**src/hdl/fsac_pkg.sv**
```systemverilog
// package for the fault status and address capture block
package fsac_pkg;
    // register byte offsets
    localparam logic [11:0] memory_fault_address_off = 12'hd34;
    localparam logic [11:0] bus_fault_address_off    = 12'hd38;
    localparam logic [11:0] hard_fault_status_off    = 12'hd2c;
    localparam logic [11:0] fault_valid_off          = 12'hd40;
    localparam logic [11:0] irq_status_off           = 12'hd44;
    localparam logic [11:0] irq_mask_off             = 12'hd48;
    localparam logic [11:0] bus_error_off            = 12'hd4c;
    // hard fault status field positions
    localparam int forced_bit = 30;
    localparam int vector_read_fault_flag_bit   = 1;
    // fault valid register field positions
    localparam int mvalid_bit = 0;
    localparam int bvalid_bit = 1;
    // interrupt event positions
    localparam int ev_forced  = 0;
    localparam int ev_vector_read_fault_flag    = 1;
    localparam int ev_mem     = 2;
    localparam int ev_bus     = 3;
    localparam int ev_priv    = 4;
    localparam int ev_width   = 5;
    localparam logic [31:0] zero_word = 32'h0000_0000;
    localparam logic [2:0]  size_byte = 3'h1;

    // register bus request
    typedef struct packed {
        logic [11:0] addr;
        logic [31:0] wdata;
        logic        wr;
        logic        rd;
        logic        priv;
    } fsac_bus_type;

    // fault events from the core
    typedef struct packed {
        logic        escalate;   // configurable fault escalated
        logic        vector_read_fault_flag_err;   // bus error on a vector fetch
        logic        mem_fault;
        logic [31:0] mem_addr;   // faulting aligned sub-access
        logic        bus_fault;
        logic [31:0] bus_addr;   // address requested by the instruction
    } fsac_fault_type;
endpackage : fsac_pkg

```
**src/hdl/fsac_w1c.sv**
```systemverilog
// sticky flag with write-one-to-clear, set winning over clear
`timescale 1ns/1ps
module fsac_w1c #(
    parameter int width = 1
) (
    input  wire logic             core_clk,  // clock
    input  wire logic             rst_n,     // async reset, low
    input  wire logic [width-1:0] set,       // hardware events
    input  wire logic [width-1:0] clr,       // software clear strobes
    output logic      [width-1:0] flag       // sticky flags
);
    // set wins so an event in the clear cycle is kept
    always_ff @(posedge core_clk or negedge rst_n) begin
        if (!rst_n) begin
            flag <= '0;
        end else begin
            flag <= (flag & ~clr) | set;
        end
    end
endmodule : fsac_w1c

```
**src/hdl/fsac_top.sv**
```systemverilog
// fault status and fault address capture with register port
// Contract
// - set forced flag when a configurable fault escalates to hard fault
// - memory fault address holds the faulting aligned sub-access address
// - captured memory fault address may be anywhere inside the access range
// - memory fault address meaningful only while its valid flag is set
// - bus fault address holds the address requested by the instruction
// - bus fault address meaningful only while its valid flag is set
// - address registers reachable from privileged mode only
//
// Our own choice: the plain strobed port.
`timescale 1ns/1ps
module fsac_top (
    input  wire logic                    core_clk,  // 100 MHz clock
    input  wire logic                    rst_n,     // async reset, low
    input  wire fsac_pkg::fsac_bus_type  bus,       // register request
    output logic [31:0]                  rdata,     // read data, cycle after rd
    input  wire fsac_pkg::fsac_fault_type fault,    // fault events
    output logic                         hard_fault_req, // pulse to hard fault entry
    output logic                         irq        // level interrupt
);
    typedef struct packed {
        logic [31:0] mem_addr;
        logic [31:0] bus_addr;
        logic        mvalid;
        logic        bvalid;
        logic [31:0] rdata;
        logic        hf_req;
        logic [fsac_pkg::ev_width-1:0] mask;
        logic        priv_err;
    } fsac_state_type;

    fsac_state_type state;
    fsac_state_type next_state;

    logic [1:0]                    hf_flag;
    logic [1:0]                    hf_set;
    logic [1:0]                    hf_clr;
    logic [fsac_pkg::ev_width-1:0] ev_flag;
    logic [fsac_pkg::ev_width-1:0] ev_set;
    logic [fsac_pkg::ev_width-1:0] ev_clr;
    logic                          priv_bad;

    // address match for a privileged-only register
    function automatic logic fsac_is_addr_reg(input logic [11:0] a);
        return (a == fsac_pkg::memory_fault_address_off) ||
               (a == fsac_pkg::bus_fault_address_off);
    endfunction : fsac_is_addr_reg

    function automatic logic fsac_hit(input fsac_pkg::fsac_bus_type b,
                                      input logic [11:0] a);
        return b.wr && b.addr == a && b.priv;
    endfunction : fsac_hit

    assign priv_bad = (bus.wr || bus.rd) && !bus.priv && fsac_is_addr_reg(bus.addr);

    // hard fault flags: [1] forced, [0] vector read fault
    assign hf_set = {fault.escalate, fault.vector_read_fault_flag_err};
    assign hf_clr = fsac_hit(bus, fsac_pkg::hard_fault_status_off) ?
                    {bus.wdata[fsac_pkg::forced_bit], bus.wdata[fsac_pkg::vector_read_fault_flag_bit]} : 2'h0;

    fsac_w1c #(.width(2)) u_hf (
        .core_clk (core_clk),
        .rst_n    (rst_n),
        .set      (hf_set),
        .clr      (hf_clr),
        .flag     (hf_flag)
    );

    // interrupt sources, one sticky bit each
    assign ev_set = {priv_bad, fault.bus_fault, fault.mem_fault,
                     fault.vector_read_fault_flag_err, fault.escalate};
    assign ev_clr = fsac_hit(bus, fsac_pkg::irq_status_off) ?
                    bus.wdata[fsac_pkg::ev_width-1:0] : '0;

    fsac_w1c #(.width(fsac_pkg::ev_width)) u_ev (
        .core_clk (core_clk),
        .rst_n    (rst_n),
        .set      (ev_set),
        .clr      (ev_clr),
        .flag     (ev_flag)
    );

    // next state: captures, software writes, read mux
    always_comb begin
        next_state          = state;
        next_state.hf_req   = fault.vector_read_fault_flag_err;
        next_state.priv_err = priv_bad;
        next_state.rdata    = fsac_pkg::zero_word;
        // software writes first so a capture in the same cycle wins
        if (fsac_hit(bus, fsac_pkg::memory_fault_address_off)) begin
            next_state.mem_addr = bus.wdata;
        end
        if (fsac_hit(bus, fsac_pkg::bus_fault_address_off)) begin
            next_state.bus_addr = bus.wdata;
        end
        if (fsac_hit(bus, fsac_pkg::irq_mask_off)) begin
            next_state.mask = bus.wdata[fsac_pkg::ev_width-1:0];
        end
        if (fsac_hit(bus, fsac_pkg::fault_valid_off)) begin
            if (bus.wdata[fsac_pkg::mvalid_bit]) begin
                next_state.mvalid = 1'b0;
            end
            if (bus.wdata[fsac_pkg::bvalid_bit]) begin
                next_state.bvalid = 1'b0;
            end
        end
        // the core reports the aligned sub-access, so any byte of the access may appear
        if (fault.mem_fault) begin
            next_state.mem_addr = fault.mem_addr;
            next_state.mvalid   = 1'b1;
        end
        if (fault.bus_fault) begin
            next_state.bus_addr = fault.bus_addr;
            next_state.bvalid   = 1'b1;
        end
        // read data; unprivileged reads of address registers return zero
        if (bus.rd) begin
            case (bus.addr)
                fsac_pkg::memory_fault_address_off: begin
                    next_state.rdata = bus.priv ? state.mem_addr : fsac_pkg::zero_word;
                end
                fsac_pkg::bus_fault_address_off: begin
                    next_state.rdata = bus.priv ? state.bus_addr : fsac_pkg::zero_word;
                end
                fsac_pkg::hard_fault_status_off: begin
                    next_state.rdata[fsac_pkg::forced_bit] = hf_flag[1];
                    next_state.rdata[fsac_pkg::vector_read_fault_flag_bit]   = hf_flag[0];
                end
                fsac_pkg::fault_valid_off: begin
                    next_state.rdata[fsac_pkg::mvalid_bit] = state.mvalid;
                    next_state.rdata[fsac_pkg::bvalid_bit] = state.bvalid;
                end
                fsac_pkg::irq_status_off: begin
                    next_state.rdata[fsac_pkg::ev_width-1:0] = ev_flag;
                end
                fsac_pkg::irq_mask_off: begin
                    next_state.rdata[fsac_pkg::ev_width-1:0] = state.mask;
                end
                fsac_pkg::bus_error_off: begin
                    next_state.rdata[0] = state.priv_err;
                end
                default: begin
                    next_state.rdata = fsac_pkg::zero_word;
                end
            endcase
        end
    end

    // one register for the whole state
    always_ff @(posedge core_clk or negedge rst_n) begin
        if (!rst_n) begin
            state <= '0;
        end else begin
            state <= next_state;
        end
    end

    assign rdata          = state.rdata;
    assign hard_fault_req = state.hf_req;
    assign irq            = |(ev_flag & state.mask);

    // checks
    chk_forced_set: assert property (@(posedge core_clk) disable iff (!rst_n)
        fault.escalate |=> hf_flag[1])
        else $error("forced flag not set");
    chk_vector_read_fault_flag_set: assert property (@(posedge core_clk) disable iff (!rst_n)
        fault.vector_read_fault_flag_err |=> hf_flag[0] && hard_fault_req)
        else $error("vector fault not flagged");
    chk_vector_read_fault_flag_clear: assert property (@(posedge core_clk) disable iff (!rst_n)
        (fsac_hit(bus, fsac_pkg::hard_fault_status_off) && bus.wdata[fsac_pkg::vector_read_fault_flag_bit]
         && !fault.vector_read_fault_flag_err) |=> !hf_flag[0])
        else $error("vector flag not cleared");
    chk_mem_capture: assert property (@(posedge core_clk) disable iff (!rst_n)
        fault.mem_fault |=> state.mem_addr == $past(fault.mem_addr))
        else $error("memory fault address not captured");
    chk_mem_range: assert property (@(posedge core_clk) disable iff (!rst_n)
        fault.mem_fault |=> (state.mem_addr - $past(fault.mem_addr)) < {29'h0, fsac_pkg::size_byte})
        else $error("memory fault address outside access");
    chk_mem_valid: assert property (@(posedge core_clk) disable iff (!rst_n)
        fault.mem_fault |=> state.mvalid)
        else $error("memory valid not set");
    chk_bus_capture: assert property (@(posedge core_clk) disable iff (!rst_n)
        fault.bus_fault |=> state.bus_addr == $past(fault.bus_addr))
        else $error("bus fault address not captured");
    chk_bus_valid: assert property (@(posedge core_clk) disable iff (!rst_n)
        fault.bus_fault |=> state.bvalid)
        else $error("bus valid not set");
    chk_priv_read: assert property (@(posedge core_clk) disable iff (!rst_n)
        (bus.rd && !bus.priv && fsac_is_addr_reg(bus.addr)) |=> rdata == fsac_pkg::zero_word)
        else $error("unprivileged read returned data");
    chk_priv_write: assert property (@(posedge core_clk) disable iff (!rst_n)
        (bus.wr && !bus.priv && bus.addr == fsac_pkg::bus_fault_address_off && !fault.bus_fault)
        |=> $stable(state.bus_addr))
        else $error("unprivileged write took effect");

    // hard fault flags: a flag stays set until software writes a one to it,
    // and never rises without its event; set wins over a clear in one cycle
    chk_forced_clear: assert property (@(posedge core_clk) disable iff (!rst_n)
        (fsac_hit(bus, fsac_pkg::hard_fault_status_off) && bus.wdata[fsac_pkg::forced_bit]
         && !fault.escalate) |=> !hf_flag[1])
        else $error("forced flag not cleared");
    chk_forced_hold: assert property (@(posedge core_clk) disable iff (!rst_n)
        (hf_flag[1] && !(fsac_hit(bus, fsac_pkg::hard_fault_status_off)
         && bus.wdata[fsac_pkg::forced_bit])) |=> hf_flag[1])
        else $error("forced flag lost");
    chk_forced_quiet: assert property (@(posedge core_clk) disable iff (!rst_n)
        (!hf_flag[1] && !fault.escalate) |=> !hf_flag[1])
        else $error("forced flag set without escalation");
    chk_vector_read_fault_flag_hold: assert property (@(posedge core_clk) disable iff (!rst_n)
        (hf_flag[0] && !(fsac_hit(bus, fsac_pkg::hard_fault_status_off)
         && bus.wdata[fsac_pkg::vector_read_fault_flag_bit])) |=> hf_flag[0])
        else $error("vector flag lost");
    chk_vector_read_fault_flag_quiet: assert property (@(posedge core_clk) disable iff (!rst_n)
        (!hf_flag[0] && !fault.vector_read_fault_flag_err) |=> !hf_flag[0])
        else $error("vector flag set without fetch error");
    chk_vector_read_fault_flag_req_pulse: assert property (@(posedge core_clk) disable iff (!rst_n)
        !fault.vector_read_fault_flag_err |=> !hard_fault_req)
        else $error("hard fault request without fetch error");

    // read back of the hard fault flags, one cycle after the strobe
    chk_forced_read: assert property (@(posedge core_clk) disable iff (!rst_n)
        (bus.rd && bus.addr == fsac_pkg::hard_fault_status_off)
        |=> rdata[fsac_pkg::forced_bit] == $past(hf_flag[1]))
        else $error("forced flag read back wrong");
    chk_vector_read_fault_flag_read: assert property (@(posedge core_clk) disable iff (!rst_n)
        (bus.rd && bus.addr == fsac_pkg::hard_fault_status_off)
        |=> rdata[fsac_pkg::vector_read_fault_flag_bit] == $past(hf_flag[0]))
        else $error("vector flag read back wrong");

    // interrupt status follows every fault event
    chk_forced_event: assert property (@(posedge core_clk) disable iff (!rst_n)
        fault.escalate |=> ev_flag[fsac_pkg::ev_forced])
        else $error("forced event not recorded");
    chk_vector_read_fault_flag_event: assert property (@(posedge core_clk) disable iff (!rst_n)
        fault.vector_read_fault_flag_err |=> ev_flag[fsac_pkg::ev_vector_read_fault_flag])
        else $error("vector event not recorded");
    chk_mem_event: assert property (@(posedge core_clk) disable iff (!rst_n)
        fault.mem_fault |=> ev_flag[fsac_pkg::ev_mem])
        else $error("memory event not recorded");
    chk_bus_event: assert property (@(posedge core_clk) disable iff (!rst_n)
        fault.bus_fault |=> ev_flag[fsac_pkg::ev_bus])
        else $error("bus event not recorded");
    chk_priv_event: assert property (@(posedge core_clk) disable iff (!rst_n)
        priv_bad |=> ev_flag[fsac_pkg::ev_priv] && state.priv_err)
        else $error("privilege violation not recorded");

    // captured addresses only move on a fault or a privileged write;
    // a stale address must never look fresh to the handler
    chk_mem_keep: assert property (@(posedge core_clk) disable iff (!rst_n)
        (!fault.mem_fault && !fsac_hit(bus, fsac_pkg::memory_fault_address_off))
        |=> $stable(state.mem_addr))
        else $error("memory fault address changed unasked");
    chk_bus_keep: assert property (@(posedge core_clk) disable iff (!rst_n)
        (!fault.bus_fault && !fsac_hit(bus, fsac_pkg::bus_fault_address_off))
        |=> $stable(state.bus_addr))
        else $error("bus fault address changed unasked");
    chk_mem_write: assert property (@(posedge core_clk) disable iff (!rst_n)
        (fsac_hit(bus, fsac_pkg::memory_fault_address_off) && !fault.mem_fault)
        |=> state.mem_addr == $past(bus.wdata))
        else $error("privileged memory address write lost");
    chk_bus_write: assert property (@(posedge core_clk) disable iff (!rst_n)
        (fsac_hit(bus, fsac_pkg::bus_fault_address_off) && !fault.bus_fault)
        |=> state.bus_addr == $past(bus.wdata))
        else $error("privileged bus address write lost");
    chk_priv_mem_write: assert property (@(posedge core_clk) disable iff (!rst_n)
        (bus.wr && !bus.priv && bus.addr == fsac_pkg::memory_fault_address_off
         && !fault.mem_fault) |=> $stable(state.mem_addr))
        else $error("unprivileged memory address write took effect");
    chk_mem_read: assert property (@(posedge core_clk) disable iff (!rst_n)
        (bus.rd && bus.priv && bus.addr == fsac_pkg::memory_fault_address_off)
        |=> rdata == $past(state.mem_addr))
        else $error("memory fault address read back wrong");
    chk_bus_read: assert property (@(posedge core_clk) disable iff (!rst_n)
        (bus.rd && bus.priv && bus.addr == fsac_pkg::bus_fault_address_off)
        |=> rdata == $past(state.bus_addr))
        else $error("bus fault address read back wrong");

    // valid flags: set by a capture, cleared by a one, otherwise held
    chk_mvalid_hold: assert property (@(posedge core_clk) disable iff (!rst_n)
        (state.mvalid && !(fsac_hit(bus, fsac_pkg::fault_valid_off)
         && bus.wdata[fsac_pkg::mvalid_bit])) |=> state.mvalid)
        else $error("memory valid lost");
    chk_mvalid_quiet: assert property (@(posedge core_clk) disable iff (!rst_n)
        (!state.mvalid && !fault.mem_fault) |=> !state.mvalid)
        else $error("memory valid set without fault");
    chk_mvalid_clear: assert property (@(posedge core_clk) disable iff (!rst_n)
        (fsac_hit(bus, fsac_pkg::fault_valid_off) && bus.wdata[fsac_pkg::mvalid_bit]
         && !fault.mem_fault) |=> !state.mvalid)
        else $error("memory valid not cleared");
    chk_bvalid_hold: assert property (@(posedge core_clk) disable iff (!rst_n)
        (state.bvalid && !(fsac_hit(bus, fsac_pkg::fault_valid_off)
         && bus.wdata[fsac_pkg::bvalid_bit])) |=> state.bvalid)
        else $error("bus valid lost");
    chk_bvalid_quiet: assert property (@(posedge core_clk) disable iff (!rst_n)
        (!state.bvalid && !fault.bus_fault) |=> !state.bvalid)
        else $error("bus valid set without fault");
    chk_bvalid_clear: assert property (@(posedge core_clk) disable iff (!rst_n)
        (fsac_hit(bus, fsac_pkg::fault_valid_off) && bus.wdata[fsac_pkg::bvalid_bit]
         && !fault.bus_fault) |=> !state.bvalid)
        else $error("bus valid not cleared");
    chk_mvalid_read: assert property (@(posedge core_clk) disable iff (!rst_n)
        (bus.rd && bus.addr == fsac_pkg::fault_valid_off)
        |=> rdata[fsac_pkg::mvalid_bit] == $past(state.mvalid))
        else $error("memory valid read back wrong");
    chk_bvalid_read: assert property (@(posedge core_clk) disable iff (!rst_n)
        (bus.rd && bus.addr == fsac_pkg::fault_valid_off)
        |=> rdata[fsac_pkg::bvalid_bit] == $past(state.bvalid))
        else $error("bus valid read back wrong");
endmodule : fsac_top

```
**config.mk**
```make
export PLATFORM = sky130hd
export DESIGN_NAME = fsac_top
export DESIGN_NICKNAME = d
export VERILOG_FILES = /design/src/hdl/fsac_pkg.sv /design/src/hdl/fsac_w1c.sv /design/src/hdl/fsac_top.sv
export SDC_FILE = /design/constraint.sdc
export NUM_CORES = 1
export LEC_CHECK = 0
export BUFFER_PORTS_ARGS = -buffer_cell sky130_fd_sc_hd__clkbuf_2
export CAP_MARGIN = 30
export CELL_PAD_IN_SITES_DETAIL_PLACEMENT = 1
export CELL_PAD_IN_SITES_GLOBAL_PLACEMENT = 2
export CORE_MARGIN = 5
export CORE_UTILIZATION = 34
export DETAILED_ROUTE_END_ITERATION = 10
export GPL_ROUTABILITY_DRIVEN = 0
export GPL_TIMING_DRIVEN = 1
export PLACE_DENSITY_LB_ADDON = 0.15
export SYNTH_ARGS = -nofsm -noshare
export SYNTH_HDL_FRONTEND = slang
export SYNTH_SLANG_ARGS = --single-unit
```
**constraint.sdc**
```tcl
create_clock -name core_clk -period 2.4 [get_ports core_clk]
set_clock_uncertainty 0.15 [all_clocks]
set_input_delay 0.12 -clock core_clk [delete_from_list [all_inputs] [get_ports core_clk]]
set_output_delay 0.12 -clock core_clk [all_outputs]
set_load 0.005 [all_outputs]
```
==> After elaboration in Yosys (flattened, before gate mapping) <==
Cells that the tools add are included.
{ "word_totals": {"register_bits": 112, "inputBits": 117} }
{ "classes": {"n_eq_ne": 7, "muxes": 20, "bitwise_logic": 7, "n_reduce_logical": 26} }
{ "ops": {"columns": ["operator", "n"], "rows": [
  ["2-to-1 mux 32 bit", 7],
  ["equality test 12 bit (second input constant)", 7],
  ["case mux 25 bit (2 select lines)", 1],
  ["logical AND 1 bit", 14],
  ["case mux 1 bit (6 select lines)", 2],
  ["case mux 3 bit (4 select lines)", 1],
  ["nonzero test 2 bit", 6],
  ["AND 5 bit", 2],
  ["2-to-1 mux 5 bit", 1],
  ["NOT 5 bit", 1],
  ["OR 5 bit", 1],
  ["OR reduction 5 bit", 1],
  ["2-to-1 mux 1 bit", 4],
  ["2-to-1 mux 2 bit", 2],
  ["AND reduction 2 bit", 2],
  ["case mux 1 bit (3 select lines)", 1],
  ["AND 2 bit", 1],
  ["logical OR 1 bit", 2],
  ["NOT 2 bit", 1],
  ["OR 2 bit", 1],
  ["case mux 1 bit (2 select lines)", 1],
  ["logical NOT 1 bit", 1]
]} }

==> Depth between registers and ports, before layout <==
Gate-level depths: netlist of run 1.
{ "logic_depth": {"word_depth": 7, "mapped_depth": 6, "ltp_nobuf": 4} }

==> Cells and area by module <==
A second synthesis of run 1 with hierarchy kept.
{ "hier_totals": {"cells_unflattened": 456, "hier_area_um2": 5421.4} }
{ "modules_own_cells": {"columns": ["module", "n_inst", "cells_per_inst", "area_per_inst_um2", "seq_area_each_um2"], "rows": [
  ["fsac_top", 1, 435, 5167.5, 2627.5],
  ["fsac_w1c (u_ev)", 1, 15, 181.4, 125.1],
  ["fsac_w1c (u_hf)", 1, 6, 72.6, 50.0]
]} }

==> Least setup slack after synthesis of run 1 <==
OpenSTA, ideal clock, no wires.
{ "synth_path": {"path_kind": "input to register", "from": "in bus[39] in the netlist's numbering", "to": "reg state[1] in the netlist's numbering", "setup_time_ns": 0.125, "arrival_time_ns": 1.421, "path_slack_ns": 0.704, "cell_stages": 4, "n_path_buf": 1, "path_cell_list": "or3b_4 or4_4 buf_6 mux2_4"} }
{ "synth_between": {"elab_chain_cells": 3} }
{ "synth_lines": {"columns": ["element", "line", "source"], "rows": [
  ["from (decl)", "fsac_top.sv:16", "input wire fsac_pkg::fsac_bus_type bus,"],
  ["equality test 12 bit", "fsac_top.sv:52", "return b.wr && b.addr == a && b.priv;"],
  ["logical AND 1 bit (2 in series)", "fsac_top.sv:52", null],
  ["to (signal assigned)", "fsac_top.sv:155", "state <= next_state;"],
  ["to (decl)", "fsac_top.sv:33", "fsac_state_type state;"]
]} }
Every way passes these cells.
A chain may end at the register's enable or synchronous reset.

==> Worst setup path after layout of run 1 <==
{ "layout_path": {"from": "in bus[36] in the netlist's numbering", "to": "reg u_hf.flag[0]"} }
{ "layout_between": {"elab_chain_cells": 7} }
{ "layout_lines": {"columns": ["element", "line", "source"], "rows": [
  ["equality test 12 bit", "fsac_top.sv:52", null],
  ["logical AND 1 bit (2 in series)", "fsac_top.sv:52", null],
  ["2-to-1 mux 2 bit", "fsac_top.sv:59", "assign hf_clr = fsac_hit(bus, fsac_pkg::hard_fault_status_off) ?"],
  ["NOT 2 bit", "fsac_w1c.sv:17", "flag <= (flag & ~clr) | set;"],
  ["AND 2 bit", "fsac_w1c.sv:17", null],
  ["OR 2 bit", "fsac_w1c.sv:17", null],
  ["to (signal assigned)", "fsac_w1c.sv:17", null],
  ["to (decl)", "fsac_w1c.sv:10", "output logic [width-1:0] flag"]
]} }
Every way passes these cells.

==> results of run 1 <==
==> final cells by class <==
| class | instances | area [um^2] |
|---|---|---|
| clock buffers | 13 | 270.3 |
| clock inverters | 3 | 15.01 |
| fillers | 1927 | 8441 |
| inverters | 1 | 3.754 |
| multi-input cells | 401 | 2516 |
| flip-flops and latches | 112 | 2803 |
| well taps | 220 | 275.3 |
| repair buffers | 300 | 2260 |
==> stage by stage <==
step | cells | cell area [um^2] | power (uW) | util, %
4_1_cts | 1050 | 8143 | 4290 | 49.10
5_1_grt | 1050 | 8143 | 4457 | 49.10
2_1_floorplan | 603 | 5762 | 2316 | -
6_report | 1050 | 8143 | 4262 | 49.10
3_5_place_dp | 902 | 6536 | 2604 | 39.41
3_3_place_gp | 902 | 6536 | 2583 | 39.41
==> cell usage after synthesis, types with 2 or more instances <==
master / instances / area (um^2)
sky130_fd_sc_hd__nand4_1: 3 / 18.77
sky130_fd_sc_hd__buf_4: 32 / 240.2
sky130_fd_sc_hd__nand3b_1: 2 / 15.01
sky130_fd_sc_hd__a41oi_1: 32 / 280.3
sky130_fd_sc_hd__or2_2: 2 / 12.51
sky130_fd_sc_hd__nor4_1: 4 / 25.02
sky130_fd_sc_hd__nor3_2: 2 / 20.02
sky130_fd_sc_hd__nand2_1: 9 / 33.78
sky130_fd_sc_hd__a31oi_1: 33 / 206.5
sky130_fd_sc_hd__and2_1: 5 / 31.28
sky130_fd_sc_hd__a21o_1: 9 / 67.56
sky130_fd_sc_hd__a21oi_1: 66 / 330.3
sky130_fd_sc_hd__clkbuf_1: 49 / 183.9
sky130_fd_sc_hd__a2bb2oi_1: 2 / 17.52
sky130_fd_sc_hd__buf_1: 4 / 15.01
sky130_fd_sc_hd__o22ai_1: 3 / 18.77
sky130_fd_sc_hd__mux2_4: 5 / 75.07
sky130_fd_sc_hd__buf_2: 3 / 15.01
sky130_fd_sc_hd__nor2_1: 31 / 116.4
sky130_fd_sc_hd__nor2b_1: 66 / 412.9
sky130_fd_sc_hd__dfrtp_1: 112 / 2803
sky130_fd_sc_hd__o21ai_0: 66 / 330.3
sky130_fd_sc_hd__nand3_1: 6 / 30.03
sky130_fd_sc_hd__a22oi_1: 36 / 270.3
==> worst max-delay path: cells and delay by family <==
kind | cells | cell delay [ns]
buf+inv | 2 | 0.70
compound gates | 1 | 0.17
simple gates | 3 | 1.19
==> metal layers <==
metal,vias to the layer above,GRT usage (%),share of wire [%]
li1,2620,-,-
met3,27,4.260,4.5
met4,0,6.272,1.6
met5,-,0,0
met2,155,40.42,52
met1,2949,27.03,42
==> power breakdown <==
| part | switching [uW] | leakage [uW] | internal (uW) |
|---|---|---|---|
| sequential | 50.7 | 0.00134 | 1980 |
| combinational | 351 | 0.00195 | 402 |
| clock | 687 | 0.000145 | 786 |
| total | 1090 | 0.00344 | 3170 |
==> flip-flops by register name (all words and copies together), names as in the netlist <==
register and flops:
state 72, u_hf.flag 2, hard_fault_req 1, u_ev.flag 5, rdata 32
==> cells by family after synthesis <==
group / count (synthesis) / share of synthesized area (%)
simple gates: 143 / 14.53
compound gates: 250 / 26.86
buf+inv: 90 / 8.143
flops: 112 / 48.64
mux: 7 / 1.672
xor+xnor: 1 / 0.1520
==> worst max path at each step <==
stage                    to  slack [ns]  cells past startpoint
4_1_cts        u_hf.flag[0]        0.34                      6
6_report       u_hf.flag[0]        0.33                      6
2_1_floorplan      state[1]        0.70                      4
3_5_place_dp   u_hf.flag[1]        0.49                      5
5_1_grt        u_hf.flag[0]        0.25                      6
3_3_place_gp   u_hf.flag[1]        0.53                      5
==> cell usage in the layout, fill, tap and decap left out, types with 2 or more instances in the layout <==
cell type	n
sky130_fd_sc_hd__clkbuf_2	149
sky130_fd_sc_hd__dlygate4sd3_1	132
sky130_fd_sc_hd__dfrtp_1	112
sky130_fd_sc_hd__a21oi_1	66
sky130_fd_sc_hd__o21ai_0	66
sky130_fd_sc_hd__nor2b_1	64
sky130_fd_sc_hd__a22oi_1	36
sky130_fd_sc_hd__a31oi_1	33
sky130_fd_sc_hd__a41oi_1	32
sky130_fd_sc_hd__nor2_1	31
sky130_fd_sc_hd__buf_4	15
sky130_fd_sc_hd__nand2_1	9
sky130_fd_sc_hd__a21o_1	9
sky130_fd_sc_hd__clkbuf_16	9
sky130_fd_sc_hd__nand3_1	5
sky130_fd_sc_hd__and2_1	5
sky130_fd_sc_hd__mux2_4	5
sky130_fd_sc_hd__nor4_1	4
sky130_fd_sc_hd__buf_12	4
sky130_fd_sc_hd__o22ai_1	3
sky130_fd_sc_hd__nand4_1	3
sky130_fd_sc_hd__clkinv_2	3
sky130_fd_sc_hd__clkbuf_8	3
sky130_fd_sc_hd__nor2b_4	2
sky130_fd_sc_hd__nand3b_1	2
sky130_fd_sc_hd__a2bb2oi_1	2
sky130_fd_sc_hd__or2_2	2
==> timing repair <==
item	4_1_cts	5_1_grt
hold buffers	132	0
setup endpoints to repair	0	0
hold endpoints to repair	193	0
==> flow_results.xml, run 1 <==
<?xml version="1.0" encoding="UTF-8"?>
<metrics>
  <group name="worst_setup_path">
    <metric name="regToRegSetupSlack" unit="ns">0.98</metric>
    <metric name="cp_slowest_cell" unit="">sky130_fd_sc_hd__or4b_1</metric>
    <metric name="timing.critical_path.from_type" unit="">primary input</metric>
    <metric name="critical_path.reg2reg.startpoint" unit="">state[65]</metric>
    <metric name="critical_path_cell_list" unit="">clkbuf_2, or4b_1, nor4_1, nand4_1, dlygate4sd3_1, a21o_1</metric>
    <metric name="critical_path.max_stage_delay" unit="ns">0.58</metric>
    <metric name="length_in_cells_of_the_worst_reg_to_reg_path" unit="">3</metric>
    <metric name="worst-endpoint-arrival" unit="ns">2.18</metric>
    <metric name="crit_fanout" unit="">6</metric>
    <metric name="crit_path_end_kind" unit="">flip-flop</metric>
    <metric name="setup.worst_path.start" unit="">bus[36]</metric>
    <metric name="setup.worst_path.class" unit="">in -&gt; reg</metric>
    <metric name="critical_path.reg2reg.endpoint" unit="">state[65]</metric>
    <metric name="critPathRequiredTime" unit="ns">2.50</metric>
  </group>
  <group name="logic_synthesis">
    <metric name="syn_area_per_cell" unit="um^2">9.555</metric>
    <metric name="postSynthRegisterBits" unit="">112</metric>
    <metric name="synthDistinctLibCells" unit="">45</metric>
    <metric name="synth_area" unit="um^2">5762</metric>
    <metric name="post_synth_inst_count" unit="">603</metric>
    <metric name="synth.net_count" unit="">720</metric>
    <metric name="synth_warnings" unit="">0</metric>
    <metric name="most_used_flip_flop_cell_after_synthesis" unit="">sky130_fd_sc_hd__dfrtp_1</metric>
    <metric name="count_of_flip_flops_with_a_built_in_enable_after_synthesis" unit="">0</metric>
    <metric name="synth_seq_area_share" unit="%">48.64</metric>
    <metric name="synth_async_reset_ratio" unit="%">100.0</metric>
  </group>
  <group name="routing">
    <metric name="wl_per_cell" unit="um">20.80</metric>
    <metric name="drc" unit="">0</metric>
    <metric name="postRouteWirelength" unit="mm">21.84</metric>
    <metric name="dr_total_vias" unit="">5751</metric>
    <metric name="drtAntennaViolNets" unit="">0</metric>
    <metric name="dr.first_iter.drc_count" unit="">272</metric>
    <metric name="vias_per_cell" unit="">5.477</metric>
    <metric name="drtPass1Iterations" unit="">5</metric>
  </group>
  <group name="die">
    <metric name="die_h" unit="um">140.2</metric>
    <metric name="pin_count" unit="">151</metric>
    <metric name="die_area" unit="um^2">19650</metric>
    <metric name="placement_rows" unit="">47</metric>
    <metric name="initial_utilization" unit="%">34.74</metric>
    <metric name="floorplan.die.width" unit="um">140.2</metric>
    <metric name="core_region_area" unit="um^2">16580</metric>
  </group>
  <group name="clock_tree">
    <metric name="post-cts-setup-buffers" unit="">0</metric>
    <metric name="clock_slew_at_the_register_clock_pins_of_the_worst_setup_and_hold_paths" unit="ns">0.07</metric>
    <metric name="cts_tree" unit="">yes</metric>
    <metric name="clkSinkCount" unit="">112</metric>
    <metric name="cts_max_path_buffers" unit="">2</metric>
    <metric name="cts.htree.levels" unit="">3</metric>
    <metric name="clk_latency" unit="ns">0.36</metric>
    <metric name="numCtsBuffers" unit="">9</metric>
    <metric name="clockRootBuffer" unit="">sky130_fd_sc_hd__clkbuf_16</metric>
    <metric name="post_cts_resize_count" unit="">0</metric>
  </group>
  <group name="timing">
    <metric name="hold-worst-slack" unit="ns">0.01359</metric>
    <metric name="timing.final.crit_period" unit="ns">2.072</metric>
    <metric name="slew_viol_final" unit="">0</metric>
    <metric name="setup_viol_count_final" unit="">0</metric>
    <metric name="achievable-frequency" unit="MHz">482.5</metric>
    <metric name="worst-slew-pin-transition" unit="ns">0.7148</metric>
    <metric name="worst_slew_margin_rel" unit="%">52.34</metric>
    <metric name="finalHoldViolations" unit="">0</metric>
    <metric name="finalCritPeriodShare" unit="%">86.35</metric>
    <metric name="unrepaired_setup_endpoints_after_global_routing" unit="">no</metric>
    <metric name="totalNegativeSetupSlack" unit="ns">0</metric>
    <metric name="final_critical_path_setup_slack" unit="ns">0.3276</metric>
  </group>
  <group name="worst_hold_path">
    <metric name="min_from" unit="">bus[0]</metric>
    <metric name="min_to" unit="">u_hf.flag[1]</metric>
    <metric name="hold_path_depth" unit="">3</metric>
    <metric name="min_path_type" unit="">in -&gt; reg</metric>
  </group>
  <group name="placement">
    <metric name="port_buffers" unit="">150</metric>
    <metric name="dp_hpwl" unit="mm">13.24</metric>
    <metric name="preCtsSetupSlack" unit="ns">0.4866</metric>
  </group>
  <group name="global_routing">
    <metric name="groute.usage.overall" unit="%">22.35</metric>
    <metric name="number_of_antenna_violations_at_the_first_check_in_global_routing" unit="">0</metric>
    <metric name="pin_count_of_the_biggest_net_entering_global_routing" unit="">65</metric>
    <metric name="overflow" unit="">0</metric>
    <metric name="global_route_wire_length_before_repair" unit="mm">35.21</metric>
    <metric name="first_global_vias" unit="">6628</metric>
  </group>
  <group name="run_status">
    <metric name="run_status" unit="">finished, final reports clean</metric>
  </group>
  <group name="cells_and_area">
    <metric name="finalNetCount" unit="">942</metric>
    <metric name="post_route_cells_drive_above_1_share" unit="%">24.34</metric>
    <metric name="area_growth_syn_to_layout" unit="%">41.32</metric>
    <metric name="antenna_cells" unit="">0</metric>
  </group>
  <group name="power">
    <metric name="total_power_per_unit_cell_area" unit="nW/um^2">523.4</metric>
    <metric name="worst_ir_drop_vdd" unit="mV">0.3319</metric>
    <metric name="power_leakage" unit="uW">0.003436</metric>
  </group>
  <group name="flow_run">
    <metric name="cap_viol_max_count" unit="">0</metric>
  </group>
</metrics>
No activity file was read; power rests on OpenSTA's default activity.
==> inputs of run 2 (changes only) <==
Settings changed: PLACE_DENSITY_LB_ADDON 0.15 to 0.05.
==> run 2 against run 1 <==
  * Via count shrank 0.87%
  * Maximum frequency grew 1.1%
  * Register-to-register slack is essentially flat
  * Combinational power shrank 0.7%
  * Critical path depth is the same
  * Final cell count is essentially flat
  * Worst hold slack lost 0.0048 ns
  * Total power grew 1.9%
  * Sequential power is essentially flat
  * Utilization grew 0.19 points
  * Critical endpoint unchanged
  * Largest cell class unchanged
==> flow_results.xml, run 2 (synthesized netlist as in run 1, its figures left out) <==
<?xml version="1.0" encoding="UTF-8"?>
<metrics>
  <group name="cells_and_area">
    <metric name="fillerInstances" unit="">1918</metric>
    <metric name="post_route_cells_drive_above_1_share" unit="%">24.37</metric>
    <metric name="finalNetCount" unit="">941</metric>
    <metric name="most-common-layout-cells" unit="">sky130_fd_sc_hd__clkbuf_2, sky130_fd_sc_hd__dlygate4sd3_1, sky130_fd_sc_hd__dfrtp_1, sky130_fd_sc_hd__a21oi_1, sky130_fd_sc_hd__o21ai_0</metric>
    <metric name="final_util" unit="%">49.29</metric>
    <metric name="area_growth_syn_to_layout" unit="%">41.87</metric>
    <metric name="largest_register_ff_count" unit="">72</metric>
    <metric name="largest-register" unit="">state</metric>
    <metric name="multi_input_area" unit="um^2">2517</metric>
    <metric name="mostFrequentLayoutCell" unit="">sky130_fd_sc_hd__clkbuf_2</metric>
    <metric name="antenna_cells" unit="">0</metric>
    <metric name="sequential_cell_area" unit="um^2">2803</metric>
  </group>
  <group name="placement">
    <metric name="port_buffers" unit="">150</metric>
    <metric name="dp_hpwl" unit="mm">13.07</metric>
  </group>
  <group name="worst_setup_path">
    <metric name="crit_path_end_kind" unit="">flip-flop</metric>
    <metric name="critical_path.reg2reg.startpoint" unit="">state[62]</metric>
    <metric name="critPathRequiredTime" unit="ns">2.50</metric>
    <metric name="critical_path.reg2reg.endpoint" unit="">state[62]</metric>
    <metric name="setup.worst_path.start" unit="">bus[36]</metric>
    <metric name="crit_path_end" unit="">u_hf.flag[0]</metric>
    <metric name="worst-endpoint-arrival" unit="ns">2.15</metric>
    <metric name="timing.critical_path.from_type" unit="">primary input</metric>
    <metric name="regToRegSetupSlack" unit="ns">0.99</metric>
    <metric name="length_in_cells_of_the_worst_reg_to_reg_path" unit="">3</metric>
    <metric name="crit_fanout" unit="">6</metric>
    <metric name="setup.worst_path.class" unit="">in -&gt; reg</metric>
  </group>
  <group name="clock_tree">
    <metric name="cts_max_path_buffers" unit="">2</metric>
    <metric name="cts.htree.levels" unit="">3</metric>
    <metric name="clock_slew_at_the_register_clock_pins_of_the_worst_setup_and_hold_paths" unit="ns">0.07</metric>
    <metric name="numCtsBuffers" unit="">9</metric>
    <metric name="cts_tree" unit="">yes</metric>
    <metric name="clk_latency" unit="ns">0.36</metric>
    <metric name="clockRootBuffer" unit="">sky130_fd_sc_hd__clkbuf_16</metric>
    <metric name="clkSinkCount" unit="">112</metric>
  </group>
  <group name="global_routing">
    <metric name="groute.usage.overall" unit="%">22.34</metric>
    <metric name="pin_count_of_the_biggest_net_entering_global_routing" unit="">66</metric>
    <metric name="first_global_vias" unit="">6432</metric>
    <metric name="number_of_antenna_violations_at_the_first_check_in_global_routing" unit="">0</metric>
    <metric name="global_route_wire_length_before_repair" unit="mm">35.11</metric>
    <metric name="overflow" unit="">0</metric>
  </group>
  <group name="run_status">
    <metric name="run_status" unit="">finished, final reports clean</metric>
  </group>
  <group name="routing">
    <metric name="vias_per_cell" unit="">5.435</metric>
    <metric name="dr_total_vias" unit="">5701</metric>
    <metric name="dr.first_iter.drc_count" unit="">294</metric>
    <metric name="postRouteWirelength" unit="mm">21.65</metric>
    <metric name="drtPass1Iterations" unit="">4</metric>
    <metric name="drtAntennaViolNets" unit="">0</metric>
    <metric name="wl_per_cell" unit="um">20.63</metric>
    <metric name="drc" unit="">0</metric>
  </group>
  <group name="worst_hold_path">
    <metric name="min_path_type" unit="">in -&gt; reg</metric>
  </group>
  <group name="die">
    <metric name="floorplan.die.width" unit="um">140.2</metric>
    <metric name="pin_count" unit="">151</metric>
    <metric name="die_area" unit="um^2">19650</metric>
    <metric name="placement_rows" unit="">47</metric>
    <metric name="initial_utilization" unit="%">34.74</metric>
    <metric name="core_region_area" unit="um^2">16580</metric>
    <metric name="die_h" unit="um">140.2</metric>
  </group>
  <group name="power">
    <metric name="p_int" unit="uW">3248</metric>
    <metric name="p_total" unit="uW">4340</metric>
    <metric name="power_frac_clock" unit="%">35.9</metric>
    <metric name="total_power_per_unit_cell_area" unit="nW/um^2">531.0</metric>
    <metric name="pwr-share-comb" unit="%">17.2</metric>
    <metric name="worst_ir_drop_vdd" unit="mV">0.3455</metric>
    <metric name="pwr-share-seq" unit="%">46.9</metric>
    <metric name="power_leakage" unit="uW">0.003447</metric>
    <metric name="netSwitchingPower" unit="uW">1093</metric>
    <metric name="power.share.switching" unit="%">25.18</metric>
  </group>
  <group name="timing">
    <metric name="finalCritPeriodShare" unit="%">85.40</metric>
    <metric name="worst_slew_margin_rel" unit="%">52.61</metric>
    <metric name="finalHoldViolations" unit="">0</metric>
    <metric name="timing.final.crit_period" unit="ns">2.050</metric>
    <metric name="setup_viol_count_final" unit="">0</metric>
    <metric name="unrepaired_setup_endpoints_after_global_routing" unit="">no</metric>
    <metric name="totalNegativeSetupSlack" unit="ns">0</metric>
    <metric name="slew_viol_final" unit="">0</metric>
    <metric name="achievable-frequency" unit="MHz">487.9</metric>
    <metric name="worst-slew-pin-transition" unit="ns">0.7108</metric>
  </group>
  <group name="flow_run">
    <metric name="cap_viol_max_count" unit="">0</metric>
  </group>
</metrics>
run 2: changes by cell type in the layout (fill, tap and decap cells not counted):
cell / previous run / this run
sky130_fd_sc_hd__clkbuf_8: 3 / 2
sky130_fd_sc_hd__and3_2: 0 / 1
sky130_fd_sc_hd__dlygate4sd3_1: 132 / 131
sky130_fd_sc_hd__bufinv_16: 0 / 1
sky130_fd_sc_hd__and3_1: 1 / 0
sky130_fd_sc_hd__clkbuf_1: 1 / 2
sky130_fd_sc_hd__buf_4: 15 / 13
sky130_fd_sc_hd__clkinv_2: 3 / 2
sky130_fd_sc_hd__buf_12: 4 / 6
run 2: cell type report:
type	instances	area share, %
clock buffer	13	3.184
tap	220	3.368
inverter	1	0.04592
timing repair buffer	299	27.83
multi-input combinational	401	30.80
clock inverter	3	0.4898
sequential	112	34.29
run 2: critical path, stage by stage:
cell                            delay (ns)
sky130_fd_sc_hd__clkbuf_2             0.12
sky130_fd_sc_hd__or4b_1               0.58
sky130_fd_sc_hd__nor4_1               0.44
sky130_fd_sc_hd__nand4_1              0.14
sky130_fd_sc_hd__dlygate4sd3_1        0.57
sky130_fd_sc_hd__a21o_1               0.17
run 2: power groups by stage:
stage               logic (uW)  registers (uW)  clock network [uW]
detailed placement         538            2070                   0
floorplan                  262            2050                   0
global route               824            2050                1690
global placement           523            2060                   0
CTS                        744            2030                1610
finish                     748            2030                1560
run 2: repair_timing:
item,CTS,global route
hold buffers,130,1
buffers inserted,0,0
hold endpoints to repair,124,1
gates resized for setup,0,0
run 2: worst min-delay path by stage:
stage | depth (start not counted) | end | from
3_3_place_gp | 1 | rdata[8] | rst_n
4_1_cts | 3 | state[49] | bus[11]
6_report | 3 | u_hf.flag[1] | bus[0]
2_1_floorplan | 0 | hard_fault_req | rst_n
5_1_grt | 3 | u_hf.flag[1] | bus[2]
3_5_place_dp | 1 | rdata[8] | rst_n
run 2: layer usage:
| metal | wire length, um | share of wire, % | global-route usage [%] | vias to the layer above |
|---|---|---|---|---|
| met1 | 9260 | 43 | 28.64 | 2901 |
| met5 | 0 | 0 | 0 | - |
| met4 | 277 | 1.3 | 4.895 | 0 |
| li1 | - | - | - | 2625 |
| met2 | 11100 | 51 | 39.11 | 152 |
| met3 | 1011 | 4.7 | 4.397 | 23 |
run 2: stage by stage:
stage | setup WS [ns] | std cells | instance area (um^2) | hold slack (ns)
finish | 0.3503 | 1049 | 8174 | 0.008797
global route | 0.2959 | 1049 | 8174 | 0.01272
CTS | 0.3599 | 1048 | 8164 | 0.002091
detailed placement | 0.4747 | 902 | 6563 | 0.04149
global placement | 0.5403 | 902 | 6563 | 0.03868
floorplan | 0.7039 | 603 | 5762 | -0.3256
==> inputs of run 3 (changes only) <==
Settings changed: RECOVER_POWER set to 50.
==> run 3 against run 2 <==
  * Final area decreased by 0.38%
  * First-iteration DRC count increased by 9.5%
  * Clock-buffer cell count unchanged
  * Sequential power about the same
  * Critical endpoint unchanged
  * Largest cell class unchanged
==> flow_results.xml, run 3 (synthesized netlist as in run 1, its figures left out) <==
<?xml version="1.0" encoding="UTF-8"?>
<metrics>
  <group name="placement">
    <metric name="dp_hpwl" unit="mm">13.07</metric>
    <metric name="port_buffers" unit="">150</metric>
    <metric name="dpl.cell_count" unit="">902</metric>
  </group>
  <group name="clock_tree">
    <metric name="numCtsBuffers" unit="">9</metric>
    <metric name="clk_latency" unit="ns">0.36</metric>
    <metric name="clkSinkCount" unit="">112</metric>
    <metric name="cts_tree" unit="">yes</metric>
    <metric name="post_cts_resize_count" unit="">0</metric>
    <metric name="clockRootBuffer" unit="">sky130_fd_sc_hd__clkbuf_16</metric>
    <metric name="clock_slew_at_the_register_clock_pins_of_the_worst_setup_and_hold_paths" unit="ns">0.07</metric>
    <metric name="cts.htree.levels" unit="">3</metric>
    <metric name="cts_max_path_buffers" unit="">2</metric>
  </group>
  <group name="die">
    <metric name="pin_count" unit="">151</metric>
    <metric name="die_h" unit="um">140.2</metric>
    <metric name="initial_utilization" unit="%">34.74</metric>
    <metric name="placement_rows" unit="">47</metric>
    <metric name="die_area" unit="um^2">19650</metric>
    <metric name="core_region_area" unit="um^2">16580</metric>
    <metric name="floorplan.die.width" unit="um">140.2</metric>
  </group>
  <group name="power">
    <metric name="power_leakage" unit="uW">0.003374</metric>
    <metric name="pwr-share-seq" unit="%">46.9</metric>
    <metric name="pwr-share-comb" unit="%">17.2</metric>
    <metric name="p_total" unit="uW">4339</metric>
    <metric name="total_power_per_unit_cell_area" unit="nW/um^2">532.8</metric>
    <metric name="p_int" unit="uW">3246</metric>
    <metric name="worst_ir_drop_vdd" unit="mV">0.3456</metric>
    <metric name="power_frac_clock" unit="%">35.9</metric>
    <metric name="netSwitchingPower" unit="uW">1092</metric>
    <metric name="power.share.switching" unit="%">25.18</metric>
  </group>
  <group name="global_routing">
    <metric name="first_global_vias" unit="">6432</metric>
    <metric name="number_of_antenna_violations_at_the_first_check_in_global_routing" unit="">0</metric>
    <metric name="groute.usage.overall" unit="%">22.34</metric>
    <metric name="overflow" unit="">0</metric>
    <metric name="pin_count_of_the_biggest_net_entering_global_routing" unit="">66</metric>
    <metric name="global_route_wire_length_before_repair" unit="mm">35.11</metric>
  </group>
  <group name="timing">
    <metric name="worst-slew-pin-transition" unit="ns">1.330</metric>
    <metric name="hold-worst-slack" unit="ns">0.007595</metric>
    <metric name="setup_viol_count_final" unit="">0</metric>
    <metric name="worst_slew_margin_rel" unit="%">11.34</metric>
    <metric name="slew_viol_final" unit="">0</metric>
    <metric name="timing.final.crit_period" unit="ns">2.050</metric>
    <metric name="finalHoldViolations" unit="">0</metric>
    <metric name="totalNegativeSetupSlack" unit="ns">0</metric>
    <metric name="finalCritPeriodShare" unit="%">85.40</metric>
    <metric name="unrepaired_setup_endpoints_after_global_routing" unit="">no</metric>
    <metric name="achievable-frequency" unit="MHz">487.9</metric>
  </group>
  <group name="routing">
    <metric name="drtPass1Iterations" unit="">4</metric>
    <metric name="vias_per_cell" unit="">5.420</metric>
    <metric name="wl_per_cell" unit="um">20.69</metric>
    <metric name="dr.first_iter.drc_count" unit="">322</metric>
    <metric name="drc" unit="">0</metric>
    <metric name="drtAntennaViolNets" unit="">0</metric>
    <metric name="postRouteWirelength" unit="mm">21.71</metric>
    <metric name="dr_total_vias" unit="">5686</metric>
  </group>
  <group name="cells_and_area">
    <metric name="final_util" unit="%">49.10</metric>
    <metric name="largest-register" unit="">state</metric>
    <metric name="antenna_cells" unit="">0</metric>
    <metric name="post_layout_nonfiller_instances" unit="">1049</metric>
    <metric name="finalNetCount" unit="">941</metric>
    <metric name="area_growth_syn_to_layout" unit="%">41.32</metric>
    <metric name="post_route_cells_drive_above_1_share" unit="%">21.83</metric>
    <metric name="most-common-layout-cells" unit="">sky130_fd_sc_hd__dlygate4sd3_1, sky130_fd_sc_hd__clkbuf_2, sky130_fd_sc_hd__dfrtp_1, sky130_fd_sc_hd__a21oi_1, sky130_fd_sc_hd__o21ai_0</metric>
    <metric name="mostFrequentLayoutCell" unit="">sky130_fd_sc_hd__dlygate4sd3_1</metric>
    <metric name="largest_register_ff_count" unit="">72</metric>
  </group>
  <group name="worst_setup_path">
    <metric name="critical_path.max_stage_delay" unit="ns">0.58</metric>
    <metric name="critical_path.reg2reg.endpoint" unit="">state[68]</metric>
    <metric name="critical_path.reg2reg.startpoint" unit="">state[68]</metric>
    <metric name="setup.worst_path.class" unit="">in -&gt; reg</metric>
    <metric name="crit_path_end_kind" unit="">flip-flop</metric>
    <metric name="timing.critical_path.from_type" unit="">primary input</metric>
    <metric name="crit_fanout" unit="">6</metric>
    <metric name="timing.critical_path.max_delay_family" unit="">simple AND/OR/NAND/NOR gates</metric>
    <metric name="cp_slowest_cell" unit="">sky130_fd_sc_hd__or4b_1</metric>
    <metric name="critical_path_cell_list" unit="">clkbuf_2, or4b_1, nor4_1, nand4_1, dlygate4sd3_1, a21o_1</metric>
    <metric name="regToRegSetupSlack" unit="ns">0.99</metric>
    <metric name="length_in_cells_of_the_worst_reg_to_reg_path" unit="">3</metric>
    <metric name="worst-endpoint-arrival" unit="ns">2.15</metric>
    <metric name="critPathRequiredTime" unit="ns">2.50</metric>
    <metric name="path_buf_inv" unit="">2</metric>
  </group>
  <group name="flow_run">
    <metric name="cap_viol_max_count" unit="">0</metric>
  </group>
  <group name="worst_hold_path">
    <metric name="min_to" unit="">u_hf.flag[1]</metric>
    <metric name="min_path_type" unit="">in -&gt; reg</metric>
    <metric name="min_from" unit="">bus[0]</metric>
    <metric name="hold_path_depth" unit="">3</metric>
  </group>
  <group name="run_status">
    <metric name="run_status" unit="">finished, final reports clean</metric>
  </group>
</metrics>
-- run 3: power by group through the flow --
stage               clock, uW  combinational (uW)  sequential, uW
floorplan                   0                 262            2050
global placement            0                 523            2060
detailed placement          0                 538            2070
CTS                      1610                 744            2030
global route             1690                 822            2050
finish                   1560                 747            2030
-- run 3: stage by stage --
stage	setup WS (ns)	cell area, um^2
finish	0.3503	8143
floorplan	0.7039	5762
CTS	0.3599	8164
global placement	0.5403	6563
global route	0.2727	8143
detailed placement	0.4747	6563
-- run 3: worst register-to-register path: stages, from the launching register on --
cell	delay [ns]
sky130_fd_sc_hd__dfrtp_1	0.40
sky130_fd_sc_hd__o21ai_0	0.09
sky130_fd_sc_hd__a21oi_1	0.09
sky130_fd_sc_hd__dlygate4sd3_1	0.56
-- run 3: metal layers --
metal	share of wire (%)	vias to the layer above	GRT usage, %
li1	-	2626	-
met3	4.5	23	4.397
met2	51	148	39.11
met1	43	2889	28.64
met5	0	-	0
met4	1.3	0	4.895
-- run 3: worst max path at each step --
stage	start	to	slack [ns]	cells after the start
floorplan	bus[39]	state[1]	0.70	4
global placement	bus[36]	u_hf.flag[0]	0.54	5
detailed placement	bus[36]	u_hf.flag[1]	0.47	5
CTS	bus[36]	u_hf.flag[0]	0.36	6
global route	rst_n	state[48]	0.27	3
finish	bus[36]	u_hf.flag[0]	0.35	6
-- run 3: what timing repair did --
action,4_1_cts,5_1_grt
endpoints found under the hold margin,124,1
hold buffers,130,1
setup buffers,0,0
-- run 3: final cells by class --
class | count | area, um^2
clock buffer | 13 | 260.3
clock inverter | 3 | 40.04
fill | 1927 | 8441
inverter | 1 | 3.754
multi-input combinational | 401 | 2517
sequential | 112 | 2803
tap | 220 | 275.3
timing repair buffer | 299 | 2243
